===== config.mk =====
export PLATFORM = sky130hd
export DESIGN_NAME = osa_output_signal_allocator
export DESIGN_NICKNAME = d
export VERILOG_FILES = /design/src/hdl/osa_pkg.sv /design/src/hdl/osa_output_signal_allocator.sv
export SDC_FILE = /design/constraint.sdc
export NUM_CORES = 1
export LEC_CHECK = 0
export ABC_AREA = 0
export BUFFER_PORTS_ARGS = -buffer_cell sky130_fd_sc_hd__buf_2
export CAP_MARGIN = 30
export CORE_MARGIN = 4
export CORE_UTILIZATION = 53
export CTS_CLUSTER_DIAMETER = 60
export CTS_CLUSTER_SIZE = 30
export DETAILED_ROUTE_END_ITERATION = 12
export HOLD_SLACK_MARGIN = 0.12
export MAX_ROUTING_LAYER = met4
export PLACE_DENSITY_LB_ADDON = 0.05
export SLEW_MARGIN = 5
export SYNTH_ARGS = -nofsm -noshare
export SYNTH_HDL_FRONTEND = slang
export SYNTH_SLANG_ARGS = --single-unit

===== constraint.sdc =====
create_clock -name clk -period 2.85 [get_ports clk]
set_input_delay 0.57 -clock clk [delete_from_list [all_inputs] [get_ports clk]]
set_output_delay 0.57 -clock clk [all_outputs]
set_load 0.02 [all_outputs]

===== src/hdl/osa_pkg.sv =====
// Constants and types for the output signal allocator.
// Assumes one 125 MHz clock and a synchronous active-high reset.
// Contract
// - Polarity bit one inverts the second sequence output.
// - Allocation digit zero routes the signal to no output.
// - Allocation digit two routes the signal to the second output.
// - Set key stores edited value in retained memory and flashes display.
// - Changed settings only take effect at the next power-up.
// - Present state of every sequence output is readable as monitor.
// - Several signals on one output are combined by OR.
// - Signals not detected in the current control mode are invalid.
package osa_pkg;

	// ==========================================================
	// Register map (byte addresses, 32-bit words)
	localparam logic [7:0] OSA_ADDR_ALLOC_A = 8'h00;
	localparam logic [7:0] OSA_ADDR_ALLOC_B = 8'h04;
	localparam logic [7:0] OSA_ADDR_ALLOC_C = 8'h08;
	localparam logic [7:0] OSA_ADDR_POLARITY = 8'h0C;
	localparam logic [7:0] OSA_ADDR_CONTROL = 8'h10;
	localparam logic [7:0] OSA_ADDR_MONITOR = 8'h14;
	localparam logic [7:0] OSA_ADDR_ACTIVE_POL = 8'h18;

	// ==========================================================
	// Field positions and widths
	localparam int OSA_DIGITS = 12;
	localparam int OSA_OUTPUTS = 3;
	localparam int OSA_CTRL_STORE_BIT = 0;
	localparam int OSA_CTRL_BUSY_BIT = 1;

	// ==========================================================
	// Values after reset (factory settings)
	localparam logic [15:0] OSA_RESET_ALLOC_A = 16'h3211;
	localparam logic [15:0] OSA_RESET_ALLOC_B = 16'h0000;
	localparam logic [15:0] OSA_RESET_ALLOC_C = 16'h0000;
	localparam logic [2:0] OSA_RESET_POLARITY = 3'h0;

	// ==========================================================
	// Timing: display flash after a store
	localparam int OSA_CLK_MHZ = 125;
	localparam int OSA_FLASH_TIME_MS = 500;
	localparam int OSA_FLASH_CYCLES = OSA_FLASH_TIME_MS * 1000 * OSA_CLK_MHZ;

	// ==========================================================
	// Internal status signals of the drive
	typedef struct packed {
		logic pulse_multiplier_switch_ack;
		logic near_position;
		logic warning;
		logic brake_interlock_output;
		logic speed_limit_detect;
		logic torque_limit_detect;
		logic servo_ready;
		logic rotation_detect_output;
		logic speed_coincidence;
		logic positioning_complete_output;
	} osa_status_t;

	typedef enum logic [1:0] {
		OSA_MODE_SPEED,
		OSA_MODE_POSITION,
		OSA_MODE_TORQUE
	} osa_mode_t;

endpackage


===== src/hdl/osa_output_signal_allocator.sv =====
// Output signal allocator: routes status signals onto three sequence
// outputs through allocation digits and polarity bits.
// Assumes status and mode come from logic on the same clock, and that
// restart pulses once when the drive is powered up again.
`timescale 1ns/1ps
`default_nettype none

module osa_output_signal_allocator
	import osa_pkg::*;
#(
	parameter int FLASH_CYCLES = OSA_FLASH_CYCLES
) (
	input wire logic clk,
	input wire logic srst,
	input wire logic restart,
	input wire osa_status_t status,
	input wire osa_mode_t control_mode,
	input wire logic wb_cyc_i,
	input wire logic wb_stb_i,
	input wire logic wb_we_i,
	input wire logic [7:0] wb_adr_i,
	input wire logic [3:0] wb_sel_i,
	input wire logic [31:0] wb_dat_i,
	output logic [31:0] wb_dat_o,
	output logic wb_ack_o,
	output logic [2:0] seq_out,
	output logic display_flash
);

	// ==========================================================
	// Bus decode
	logic wb_req;
	logic wb_wr;
	logic [15:0] edit_a;
	logic [15:0] edit_b;
	logic [15:0] edit_c;
	logic [2:0] edit_pol;
	logic [15:0] kept_a;
	logic [15:0] kept_b;
	logic [15:0] kept_c;
	logic [2:0] kept_pol;
	logic [15:0] act_a;
	logic [15:0] act_b;
	logic [15:0] act_c;
	logic [2:0] act_pol;
	logic store_req;
	logic [31:0] flash_cnt;
	logic [4*OSA_DIGITS-1:0] digits;
	logic [OSA_DIGITS-1:0] sig_valid;
	logic [OSA_OUTPUTS-1:0] routed;
	logic [31:0] next_rdata;

	assign wb_req = wb_cyc_i && wb_stb_i && !wb_ack_o;
	assign wb_wr = wb_req && wb_we_i;

	function automatic logic [15:0] merge16(input logic [15:0] old,
		input logic [31:0] din, input logic [3:0] sel);
		logic [15:0] res;
		res = old;
		if (sel[0]) begin
			res[7:0] = din[7:0];
		end
		if (sel[1]) begin
			res[15:8] = din[15:8];
		end
		return res;
	endfunction

	// ==========================================================
	// Panel edit registers
	always_ff @(posedge clk) begin
		if (srst) begin
			edit_a <= OSA_RESET_ALLOC_A;
			edit_b <= OSA_RESET_ALLOC_B;
			edit_c <= OSA_RESET_ALLOC_C;
			edit_pol <= OSA_RESET_POLARITY;
		end else if (wb_wr) begin
			unique case (wb_adr_i)
				OSA_ADDR_ALLOC_A: begin
					edit_a <= merge16(edit_a, wb_dat_i, wb_sel_i);
				end
				OSA_ADDR_ALLOC_B: begin
					edit_b <= merge16(edit_b, wb_dat_i, wb_sel_i);
				end
				OSA_ADDR_ALLOC_C: begin
					edit_c <= merge16(edit_c, wb_dat_i, wb_sel_i);
				end
				OSA_ADDR_POLARITY: begin
					if (wb_sel_i[0]) begin
						edit_pol <= wb_dat_i[2:0];
					end
				end
				default: begin
				end
			endcase
		end
	end

	assign store_req = wb_wr && (wb_adr_i == OSA_ADDR_CONTROL) &&
		wb_sel_i[0] && wb_dat_i[OSA_CTRL_STORE_BIT];

	// ==========================================================
	// Retained copy, written only by the set key
	always_ff @(posedge clk) begin
		if (srst) begin
			kept_a <= OSA_RESET_ALLOC_A;
			kept_b <= OSA_RESET_ALLOC_B;
			kept_c <= OSA_RESET_ALLOC_C;
			kept_pol <= OSA_RESET_POLARITY;
		end else if (store_req) begin
			kept_a <= edit_a;
			kept_b <= edit_b;
			kept_c <= edit_c;
			kept_pol <= edit_pol;
		end
	end

	// ==========================================================
	// Display flash after a store
	always_ff @(posedge clk) begin
		if (srst) begin
			flash_cnt <= '0;
			display_flash <= 1'b0;
		end else if (store_req) begin
			flash_cnt <= 32'(FLASH_CYCLES - 1);
			display_flash <= 1'b1;
		end else if (flash_cnt != '0) begin
			flash_cnt <= flash_cnt - 32'h00000001;
		end else begin
			display_flash <= 1'b0;
		end
	end

	// ==========================================================
	// Active settings, loaded only at power-up
	always_ff @(posedge clk) begin
		if (srst) begin
			act_a <= OSA_RESET_ALLOC_A;
			act_b <= OSA_RESET_ALLOC_B;
			act_c <= OSA_RESET_ALLOC_C;
			act_pol <= OSA_RESET_POLARITY;
		end else if (restart) begin
			act_a <= kept_a;
			act_b <= kept_b;
			act_c <= kept_c;
			act_pol <= kept_pol;
		end
	end

	// ==========================================================
	// Signal validity per digit slot
	assign digits = {act_c, act_b, act_a};

	always_comb begin
		sig_valid = {1'b0, status.pulse_multiplier_switch_ack, 1'b0,
			status.near_position, status.warning,
			status.brake_interlock_output, status.speed_limit_detect,
			status.torque_limit_detect, status.servo_ready,
			status.rotation_detect_output, status.speed_coincidence,
			status.positioning_complete_output};
		if (control_mode != OSA_MODE_POSITION) begin
			sig_valid[0] = 1'b0;
			sig_valid[8] = 1'b0;
			sig_valid[10] = 1'b0;
		end
		if (control_mode != OSA_MODE_SPEED) begin
			sig_valid[1] = 1'b0;
		end
	end

	// ==========================================================
	// Routing per output circuit
	genvar gj;
	generate
		for (gj = 0; gj < OSA_OUTPUTS; gj++) begin : g_route
			always_comb begin
				routed[gj] = 1'b0;
				for (int k = 0; k < OSA_DIGITS; k++) begin
					if (digits[4*k +: 4] == 4'(gj + 1)) begin
						routed[gj] = routed[gj] | sig_valid[k];
					end
				end
			end
		end
	endgenerate

	// ==========================================================
	// Output circuits with polarity
	always_ff @(posedge clk) begin
		if (srst) begin
			seq_out <= 3'h0;
		end else begin
			seq_out[0] <= routed[0] ^ act_pol[0];
			seq_out[1] <= routed[1] ^ act_pol[1];
			seq_out[2] <= routed[2] ^ act_pol[2];
		end
	end

	// ==========================================================
	// Bus read and acknowledge
	always_comb begin
		next_rdata = 32'h00000000;
		unique case (wb_adr_i)
			OSA_ADDR_ALLOC_A: next_rdata[15:0] = edit_a;
			OSA_ADDR_ALLOC_B: next_rdata[15:0] = edit_b;
			OSA_ADDR_ALLOC_C: next_rdata[15:0] = edit_c;
			OSA_ADDR_POLARITY: next_rdata[2:0] = edit_pol;
			OSA_ADDR_CONTROL: next_rdata[OSA_CTRL_BUSY_BIT] = display_flash;
			OSA_ADDR_MONITOR: next_rdata[2:0] = seq_out;
			OSA_ADDR_ACTIVE_POL: next_rdata[2:0] = act_pol;
			default: next_rdata = 32'h00000000;
		endcase
	end

	always_ff @(posedge clk) begin
		if (srst) begin
			wb_ack_o <= 1'b0;
			wb_dat_o <= 32'h00000000;
		end else begin
			wb_ack_o <= wb_req;
			wb_dat_o <= wb_req ? next_rdata : 32'h00000000;
		end
	end

endmodule

`default_nettype wire


# ---- Word level (Yosys, flattened, before mapping)
# Index checks and enable logic that the tools add are counted.
dict set report classes {
  n_addsub 1
  eq_ne 38
  mux 42
  bitwise 31
  reduce_logical 20
}
# op n
set op_table {}
lappend op_table {{$eq 4x2->1 const B} 20}
lappend op_table {{$mux 26} 2}
lappend op_table {{$eq 4x1->1 const B} 10}
lappend op_table {{$pmux 13 s3} 1}
lappend op_table {{$mux 1} 36}
lappend op_table {{$reduce_bool 32->1} 1}
lappend op_table {{$sub 32x1->32 const B} 1}
lappend op_table {{$or 1x1->1} 27}
lappend op_table {{$eq 8x5->1 const B} 3}
lappend op_table {{$reduce_and 3->1} 7}
lappend op_table {{$eq 8x4->1 const B} 2}
lappend op_table {{$pmux 1 s6} 2}
lappend op_table {{$eq 8x3->1 const B} 1}
lappend op_table {{$logic_not 8->1} 1}
lappend op_table {{$pmux 1 s7} 1}
lappend op_table {{$logic_and 1x1->1} 6}
lappend op_table {{$reduce_bool 2->1} 2}
lappend op_table {{$reduce_or 2->1} 2}
lappend op_table {{$xor 1x1->1} 3}
lappend op_table {{$ne 2x1->1 const B} 1}
lappend op_table {{$ne 2x2->1 const B} 1}
lappend op_table {{$logic_not 1->1} 1}
lappend op_table {{$not 1->1} 1}
dict set report word_totals {
  register_bits 214
  inputBits 62
  output_inout_bits 37
}

# ---- Longest topological paths before layout
dict set report logic_depth {
  ltp_word 22
  mapped_depth 9
  mapped_depth_nobuf 7
}

# ---- Worst setup path after synthesis
# Ideal clock, no wire load.
dict set report synth_path {
  path_type {in2reg}
  start {in wb_adr_i[0]}
  end {reg edit_a[0]}
  setup_ns 0.129
  arrival_time_ns 2.393
  required_time_ns 2.721
  setup_slack_ns 0.328
  stages 6
  cell_sequence {or4_1 -> nor4_1 -> and2_1 -> buf_4 -> mux2i_1 -> nand2_1}
}
dict set report synth_via {
  elab_chain_cells 2
}
# element line
set synth_lines {}
lappend synth_lines {{start, declared} osa_output_signal_allocator.sv:21} ;# input wire logic [7:0] wb_adr_i,
lappend synth_lines {{$logic_not 8->1} osa_output_signal_allocator.sv:78} ;# unique case (wb_adr_i)
lappend synth_lines {{$reduce_and 3->1 (no line)} n/a}
lappend synth_lines {{end signal, assigned} osa_output_signal_allocator.sv:80} ;# edit_a <= merge16(edit_a, wb_dat_i, wb_sel_i);
lappend synth_lines {{end, declared} osa_output_signal_allocator.sv:34} ;# logic [15:0] edit_a;
# Every way passes these cells.
# A chain may end at the register's enable or synchronous reset.

# ---- Worst setup path after layout
dict set report layout_path {
  start {reg flash_cnt[10]}
  end {reg flash_cnt[25]}
}
dict set report layout_via {
  elab_chain_cells 3
}
# element line
set layout_lines {}
lappend layout_lines {{start, declared} osa_output_signal_allocator.sv:47} ;# logic [31:0] flash_cnt;
lappend layout_lines {{start signal, assigned} osa_output_signal_allocator.sv:125} ;# flash_cnt <= 32'(FLASH_CYCLES - 1);
lappend layout_lines {{start signal, assigned} osa_output_signal_allocator.sv:128} ;# flash_cnt <= flash_cnt - 32'h00000001;
lappend layout_lines {{$sub 32x1->32} osa_output_signal_allocator.sv:128}
lappend layout_lines {{$mux 26} osa_output_signal_allocator.sv:127} ;# end else if (flash_cnt != '0) begin
lappend layout_lines {{$mux 26} osa_output_signal_allocator.sv:124} ;# end else if (store_req) begin
# Parallel ways exist; a longest one is shown, timed or not. The select of a mux whose other input is x is not followed.

==> impl_results.html <==
<table>
<tr><th>Metric</th><th>Value</th></tr>
<tr><th colspan="2">Logic synthesis</th></tr>
<tr><td>Share of async-settable or async-resettable flops after synthesis</td><td>0</td></tr>
<tr><td>Flop and latch count out of synthesis</td><td>190</td></tr>
<tr><td>Most area-hungry cell type in the Yosys netlist</td><td>sky130_fd_sc_hd__dfxtp_1</td></tr>
<tr><td>Number of synthesized flops with an enable pin</td><td>0</td></tr>
<tr><td>Most common cell in the netlist</td><td>sky130_fd_sc_hd__dfxtp_1</td></tr>
<tr><td>Post-synthesis adder-cell area fraction</td><td>0.00157</td></tr>
<tr><td>Simple-Gate Fraction of Synth Area</td><td>0.239</td></tr>
<tr><td>Total standard cell area after synthesis</td><td>between 7000 and 8000 um^2</td></tr>
<tr><td>Cell types with the highest counts after synthesis</td><td>sky130_fd_sc_hd__dfxtp_1 (190), sky130_fd_sc_hd__nand2_1 (128), sky130_fd_sc_hd__nor2_1 (106)</td></tr>
<tr><td>Top cell type's share of synthesized area</td><td>0.477</td></tr>
<tr><td>Syn avg cell area</td><td>between 8 and 9 um^2</td></tr>
<tr><td>Syn Inst Count</td><td>approximately 890</td></tr>
<tr><td>Area share of xor/xnor cells in the synthesized design</td><td>0.00330</td></tr>
<tr><td>Prevailing post-synth register cell</td><td>sky130_fd_sc_hd__dfxtp_1</td></tr>
<tr><td>Dominant cells by area after synthesis</td><td>sky130_fd_sc_hd__dfxtp_1 (48%), sky130_fd_sc_hd__mux2i_1 (12%), sky130_fd_sc_hd__nand2_1 (6.0%)</td></tr>
<tr><td>Yosys cell types</td><td>about 60</td></tr>
<tr><td>Count of yosys warnings during synthesis</td><td>0</td></tr>
<tr><td>Main combinational cell family by area after synthesis</td><td>simple AND/OR/NAND/NOR gates</td></tr>
<tr><td>Compound-cell area share of the yosys netlist</td><td>0.109</td></tr>
<tr><td>Post-synthesis sequential area ratio</td><td>0.477</td></tr>
<tr><td>Multiplexer share of the synthesized area</td><td>0.125</td></tr>
<tr><th colspan="2">CTS</th></tr>
<tr><td>CTS Sinks</td><td>190</td></tr>
<tr><td>Post-cts repair resize count</td><td>0</td></tr>
<tr><td>Number of buffers between clock root and the deepest sink</td><td>2</td></tr>
<tr><td>Clock slew at reported path FFs</td><td>~0.07 ns</td></tr>
<tr><td>Clock tree from TritonCTS</td><td>done</td></tr>
<tr><td>Library cell used as clock root buffer</td><td>sky130_fd_sc_hd__clkbuf_16</td></tr>
<tr><td>Number of clock buffers inserted by TritonCTS</td><td>17</td></tr>
<tr><td>Post-CTS Repair Setup Buffers</td><td>0</td></tr>
<tr><td>Count of hold buffers inserted by post-cts repair</td><td>0</td></tr>
<tr><td>Insertion delay to the later sink of the worst-skew pair</td><td>around 0.43 ns</td></tr>
<tr><td>H-tree depth</td><td>4</td></tr>
<tr><th colspan="2">Worst hold path</th></tr>
<tr><td>Hold Path Sink</td><td>edit_a[13]</td></tr>
<tr><td>Worst hold-check path type</td><td>in2reg</td></tr>
<tr><td>Hold_sp</td><td>wb_dat_i[13]</td></tr>
<tr><td>Worst hold path stage count</td><td>3</td></tr>
<tr><th colspan="2">Worst setup path</th></tr>
<tr><td>R2R Path End</td><td>flash_cnt[25]</td></tr>
<tr><td>Source of the critical timing path</td><td>flash_cnt[10]</td></tr>
<tr><td>Worst setup path class</td><td>reg2reg</td></tr>
<tr><td>Critical register-to-register path startpoint</td><td>flash_cnt[10]</td></tr>
<tr><td>Required @ worst endpoint</td><td>approximately 3.2 ns</td></tr>
<tr><td>Crit path arrival time</td><td>between 2 and 3 ns</td></tr>
<tr><td>CP Max Fanout</td><td>16</td></tr>
<tr><td>Crit. End Element</td><td>flop</td></tr>
<tr><td>Depth of the most critical reg-to-reg path</td><td>5</td></tr>
<tr><td>Type of element launching the critical path</td><td>flop</td></tr>
<tr><td>R2r setup slk</td><td>around 0.27 ns</td></tr>
<tr><th colspan="2">Timing</th></tr>
<tr><td>RSZ-0062 raised after global routing</td><td>false</td></tr>
<tr><td>Final clock skew</td><td>between 0.005 and 0.006 ns</td></tr>
<tr><td>Clock period minus worst slack</td><td>2.58 ns</td></tr>
<tr><td>Setup slack of the critical path after layout</td><td>0.267 ns</td></tr>
<tr><td>Final hold viol count</td><td>0</td></tr>
<tr><td>Rel. slew slack</td><td>0.475</td></tr>
<tr><td>Post-route setup TNS</td><td>0 ns</td></tr>
<tr><td>Top achievable clock speed</td><td>about 390 MHz</td></tr>
<tr><td>Final-report setup violation count</td><td>0</td></tr>
<tr><td>Tcrit/Tclk final</td><td>0.906</td></tr>
<tr><td>Fin Hold WS</td><td>0.406 ns</td></tr>
<tr><td>Transition time of the tightest slew-check pin</td><td>0.787 ns</td></tr>
<tr><td>Final slew viol count</td><td>0</td></tr>
<tr><th colspan="2">Placed design</th></tr>
<tr><td>Cell total after placement</td><td>approximately 1100</td></tr>
<tr><td>Worst slack after detailed placement</td><td>roughly 0.22 ns</td></tr>
<tr><td>Gpl congestion</td><td>roughly 0.92</td></tr>
<tr><td>Placed standard-cell area</td><td>approximately 8500 um^2</td></tr>
<tr><td>Final HPWL DP</td><td>14.0 mm</td></tr>
<tr><td>Buffers on Ports</td><td>64</td></tr>
<tr><th colspan="2">Route</th></tr>
<tr><td>Number of antenna-violating nets in the routed design</td><td>0</td></tr>
<tr><td>DRT Pass-1 Iters</td><td>6</td></tr>
<tr><td>Met3 wirelength from detailed routing</td><td>approximately 900 um</td></tr>
<tr><td>Routed wire length</td><td>roughly 20 mm</td></tr>
<tr><td>Average routed wire per standard cell</td><td>approximately 18 um</td></tr>
<tr><td>Routed vias</td><td>around 6600</td></tr>
<tr><td>Highest routed metal layer</td><td>met4</td></tr>
<tr><td>Drt via density</td><td>about 5.8</td></tr>
<tr><td>Sum of met2 wire segment lengths after detailed routing</td><td>10.1 mm</td></tr>
<tr><td>Met1 WL</td><td>just under 9 mm</td></tr>
<tr><td>Initial DRC count</td><td>about 580</td></tr>
<tr><td># DRC</td><td>0</td></tr>
<tr><th colspan="2">Floorplan</th></tr>
<tr><td>Initial core utilization</td><td>0.544</td></tr>
<tr><td>Row Count</td><td>44</td></tr>
<tr><td>Core Area</td><td>between 10000 and 15000 um^2</td></tr>
<tr><td>Overall die width</td><td>131 um</td></tr>
<tr><td>Height of the die</td><td>131 um</td></tr>
<tr><td>I/O pin cnt</td><td>just under 100</td></tr>
<tr><td>Die footprint</td><td>17100 um^2</td></tr>
<tr><th colspan="2">Cells and area</th></tr>
<tr><td>Number of inserted filler cells in the final layout</td><td>1219</td></tr>
<tr><td>Post-layout net count</td><td>roughly 1000</td></tr>
<tr><td>Area growth, synth to finish</td><td>13.5%</td></tr>
<tr><td>Final cell count without fillers</td><td>around 1100</td></tr>
<tr><td>Antenna cell count</td><td>0</td></tr>
<tr><td>Share of layout cells above drive strength 1</td><td>0.146</td></tr>
<tr><td>Post-route design area</td><td>9040 um^2</td></tr>
<tr><th colspan="2">Power</th></tr>
<tr><td>Worst supply voltage drop on vdd</td><td>approximately 0.52 mV</td></tr>
<tr><td>Pwr Density</td><td>~790 nW/um^2</td></tr>
<tr><td>Static Leak</td><td>roughly 0.0034 uW</td></tr>
<tr><th colspan="2">GRT</th></tr>
<tr><td>Congestion Overflow GR</td><td>0</td></tr>
<tr><td>Total GRT Usage</td><td>0.249</td></tr>
<tr><td>Maximum number of pins on one net before global-route repair</td><td>130</td></tr>
<tr><td>Vias in the first global route</td><td>6396</td></tr>
<tr><td>Wire length of the first global-routing pass</td><td>32.5 mm</td></tr>
<tr><td>Antenna violations before repair</td><td>0</td></tr>
<tr><th colspan="2">Run</th></tr>
<tr><td>Max_cap viols</td><td>0</td></tr>
<tr><th colspan="2">Status</th></tr>
<tr><td>Status</td><td>finished clean</td></tr>
</table>
-- worst max-delay path: stages, from the launching register on --
cell                      delay, ns
sky130_fd_sc_hd__dfxtp_1       0.34
sky130_fd_sc_hd__or4_4         0.56
sky130_fd_sc_hd__or4_1         0.79
sky130_fd_sc_hd__or2_1         0.35
sky130_fd_sc_hd__or3_1         0.31
sky130_fd_sc_hd__a31oi_1       0.15
-- cell type report --
| type | instances | area [um^2] | share of cell area |
|---|---|---|---|
| clock buffers | 19 | 453 | 0.0501 |
| clock inverters | 13 | 130 | 0.0144 |
| inverters | 8 | 30.0 | 0.00332 |
| multi-input cells | 641 | 3870 | 0.428 |
| flip-flops and latches | 190 | 3800 | 0.421 |
| well taps | 184 | 230 | 0.0255 |
| repair buffers | 86 | 526 | 0.0581 |
-- flip-flops by register name (all words and copies together), names as in the netlist --
signal and cells:
edit_pol 3, kept_a 16, act_b 16, kept_b 16
edit_a 16, edit_c 16, act_c 8, edit_b 16
kept_c 8, wb_dat_o 16, flash_cnt 32, seq_out 3
kept_pol 3, act_a 16, wb_ack_o 1, display_flash 1
act_pol 3
-- layer usage --
metal / global-route usage / vias to the layer above
met5: - / -
met4: 0.0895 / 0
met3: 0.0407 / 29
met2: 0.415 / 181
met1: 0.307 / 3188
li1: - / 3248
-- power by group --
part | internal, uW | switching, uW | leakage, uW | total, uW
Clock | 1270 | 1050 | 0.000291 | 2320
Sequential | 2830 | 185 | 0.00153 | 3010
Combinational | 740 | 1090 | 0.00156 | 1830
-- cell usage in the layout (no fill, tap or decap), types with 4 or more instances in the layout --
master,n
sky130_fd_sc_hd__a22oi_1,11
sky130_fd_sc_hd__nand3_1,20
sky130_fd_sc_hd__nand2b_1,5
sky130_fd_sc_hd__mux2i_1,93
sky130_fd_sc_hd__clkbuf_16,17
sky130_fd_sc_hd__nor2_1,106
sky130_fd_sc_hd__nor2b_1,5
sky130_fd_sc_hd__a222oi_1,5
sky130_fd_sc_hd__nor3_1,8
sky130_fd_sc_hd__o21ai_0,13
sky130_fd_sc_hd__buf_2,63
sky130_fd_sc_hd__a31oi_1,11
sky130_fd_sc_hd__nand4b_1,11
sky130_fd_sc_hd__buf_4,20
sky130_fd_sc_hd__nor4bb_1,4
sky130_fd_sc_hd__or3_1,21
sky130_fd_sc_hd__nand4_1,5
sky130_fd_sc_hd__nand2_1,128
sky130_fd_sc_hd__a21oi_1,68
sky130_fd_sc_hd__or2_2,4
sky130_fd_sc_hd__clkinv_4,5
sky130_fd_sc_hd__mux2_2,6
sky130_fd_sc_hd__inv_1,7
sky130_fd_sc_hd__o31ai_1,10
sky130_fd_sc_hd__nor4_1,14
sky130_fd_sc_hd__dfxtp_1,190
sky130_fd_sc_hd__or4_1,19
sky130_fd_sc_hd__conb_1,16
sky130_fd_sc_hd__inv_6,4
sky130_fd_sc_hd__nand3b_1,4
sky130_fd_sc_hd__nor3b_1,5
-- logic make-up after synthesis --
group | Yosys count
XOR/XNOR | 3
adder cells (fa/ha/maj) | 1
buffers and inverters | 73
other | 1
flip-flops | 190
AND/OR/NAND/NOR | 382
AO/OA/AOI/OAI | 140
multiplexers | 99
-- worst max-delay path by stage --
stage / end / slack, ns / cells after the start
6_report: flash_cnt[25] / 0.27 / 5
5_1_grt: flash_cnt[27] / 0.06 / 5
4_1_cts: flash_cnt[27] / 0.28 / 5
3_5_place_dp: edit_a[11] / 0.22 / 7
3_3_place_gp: edit_a[11] / 0.28 / 7
2_1_floorplan: edit_a[0] / 0.33 / 6
-- stage by stage --
stage                      util  power [uW]
final                     0.618        7170
after global routing      0.618        7570
after CTS                 0.618        7190
after detailed placement  0.578        4870
after global placement    0.578        4790
after floorplan               -        4450
Note: power is estimated with default switching activity, not from simulation.
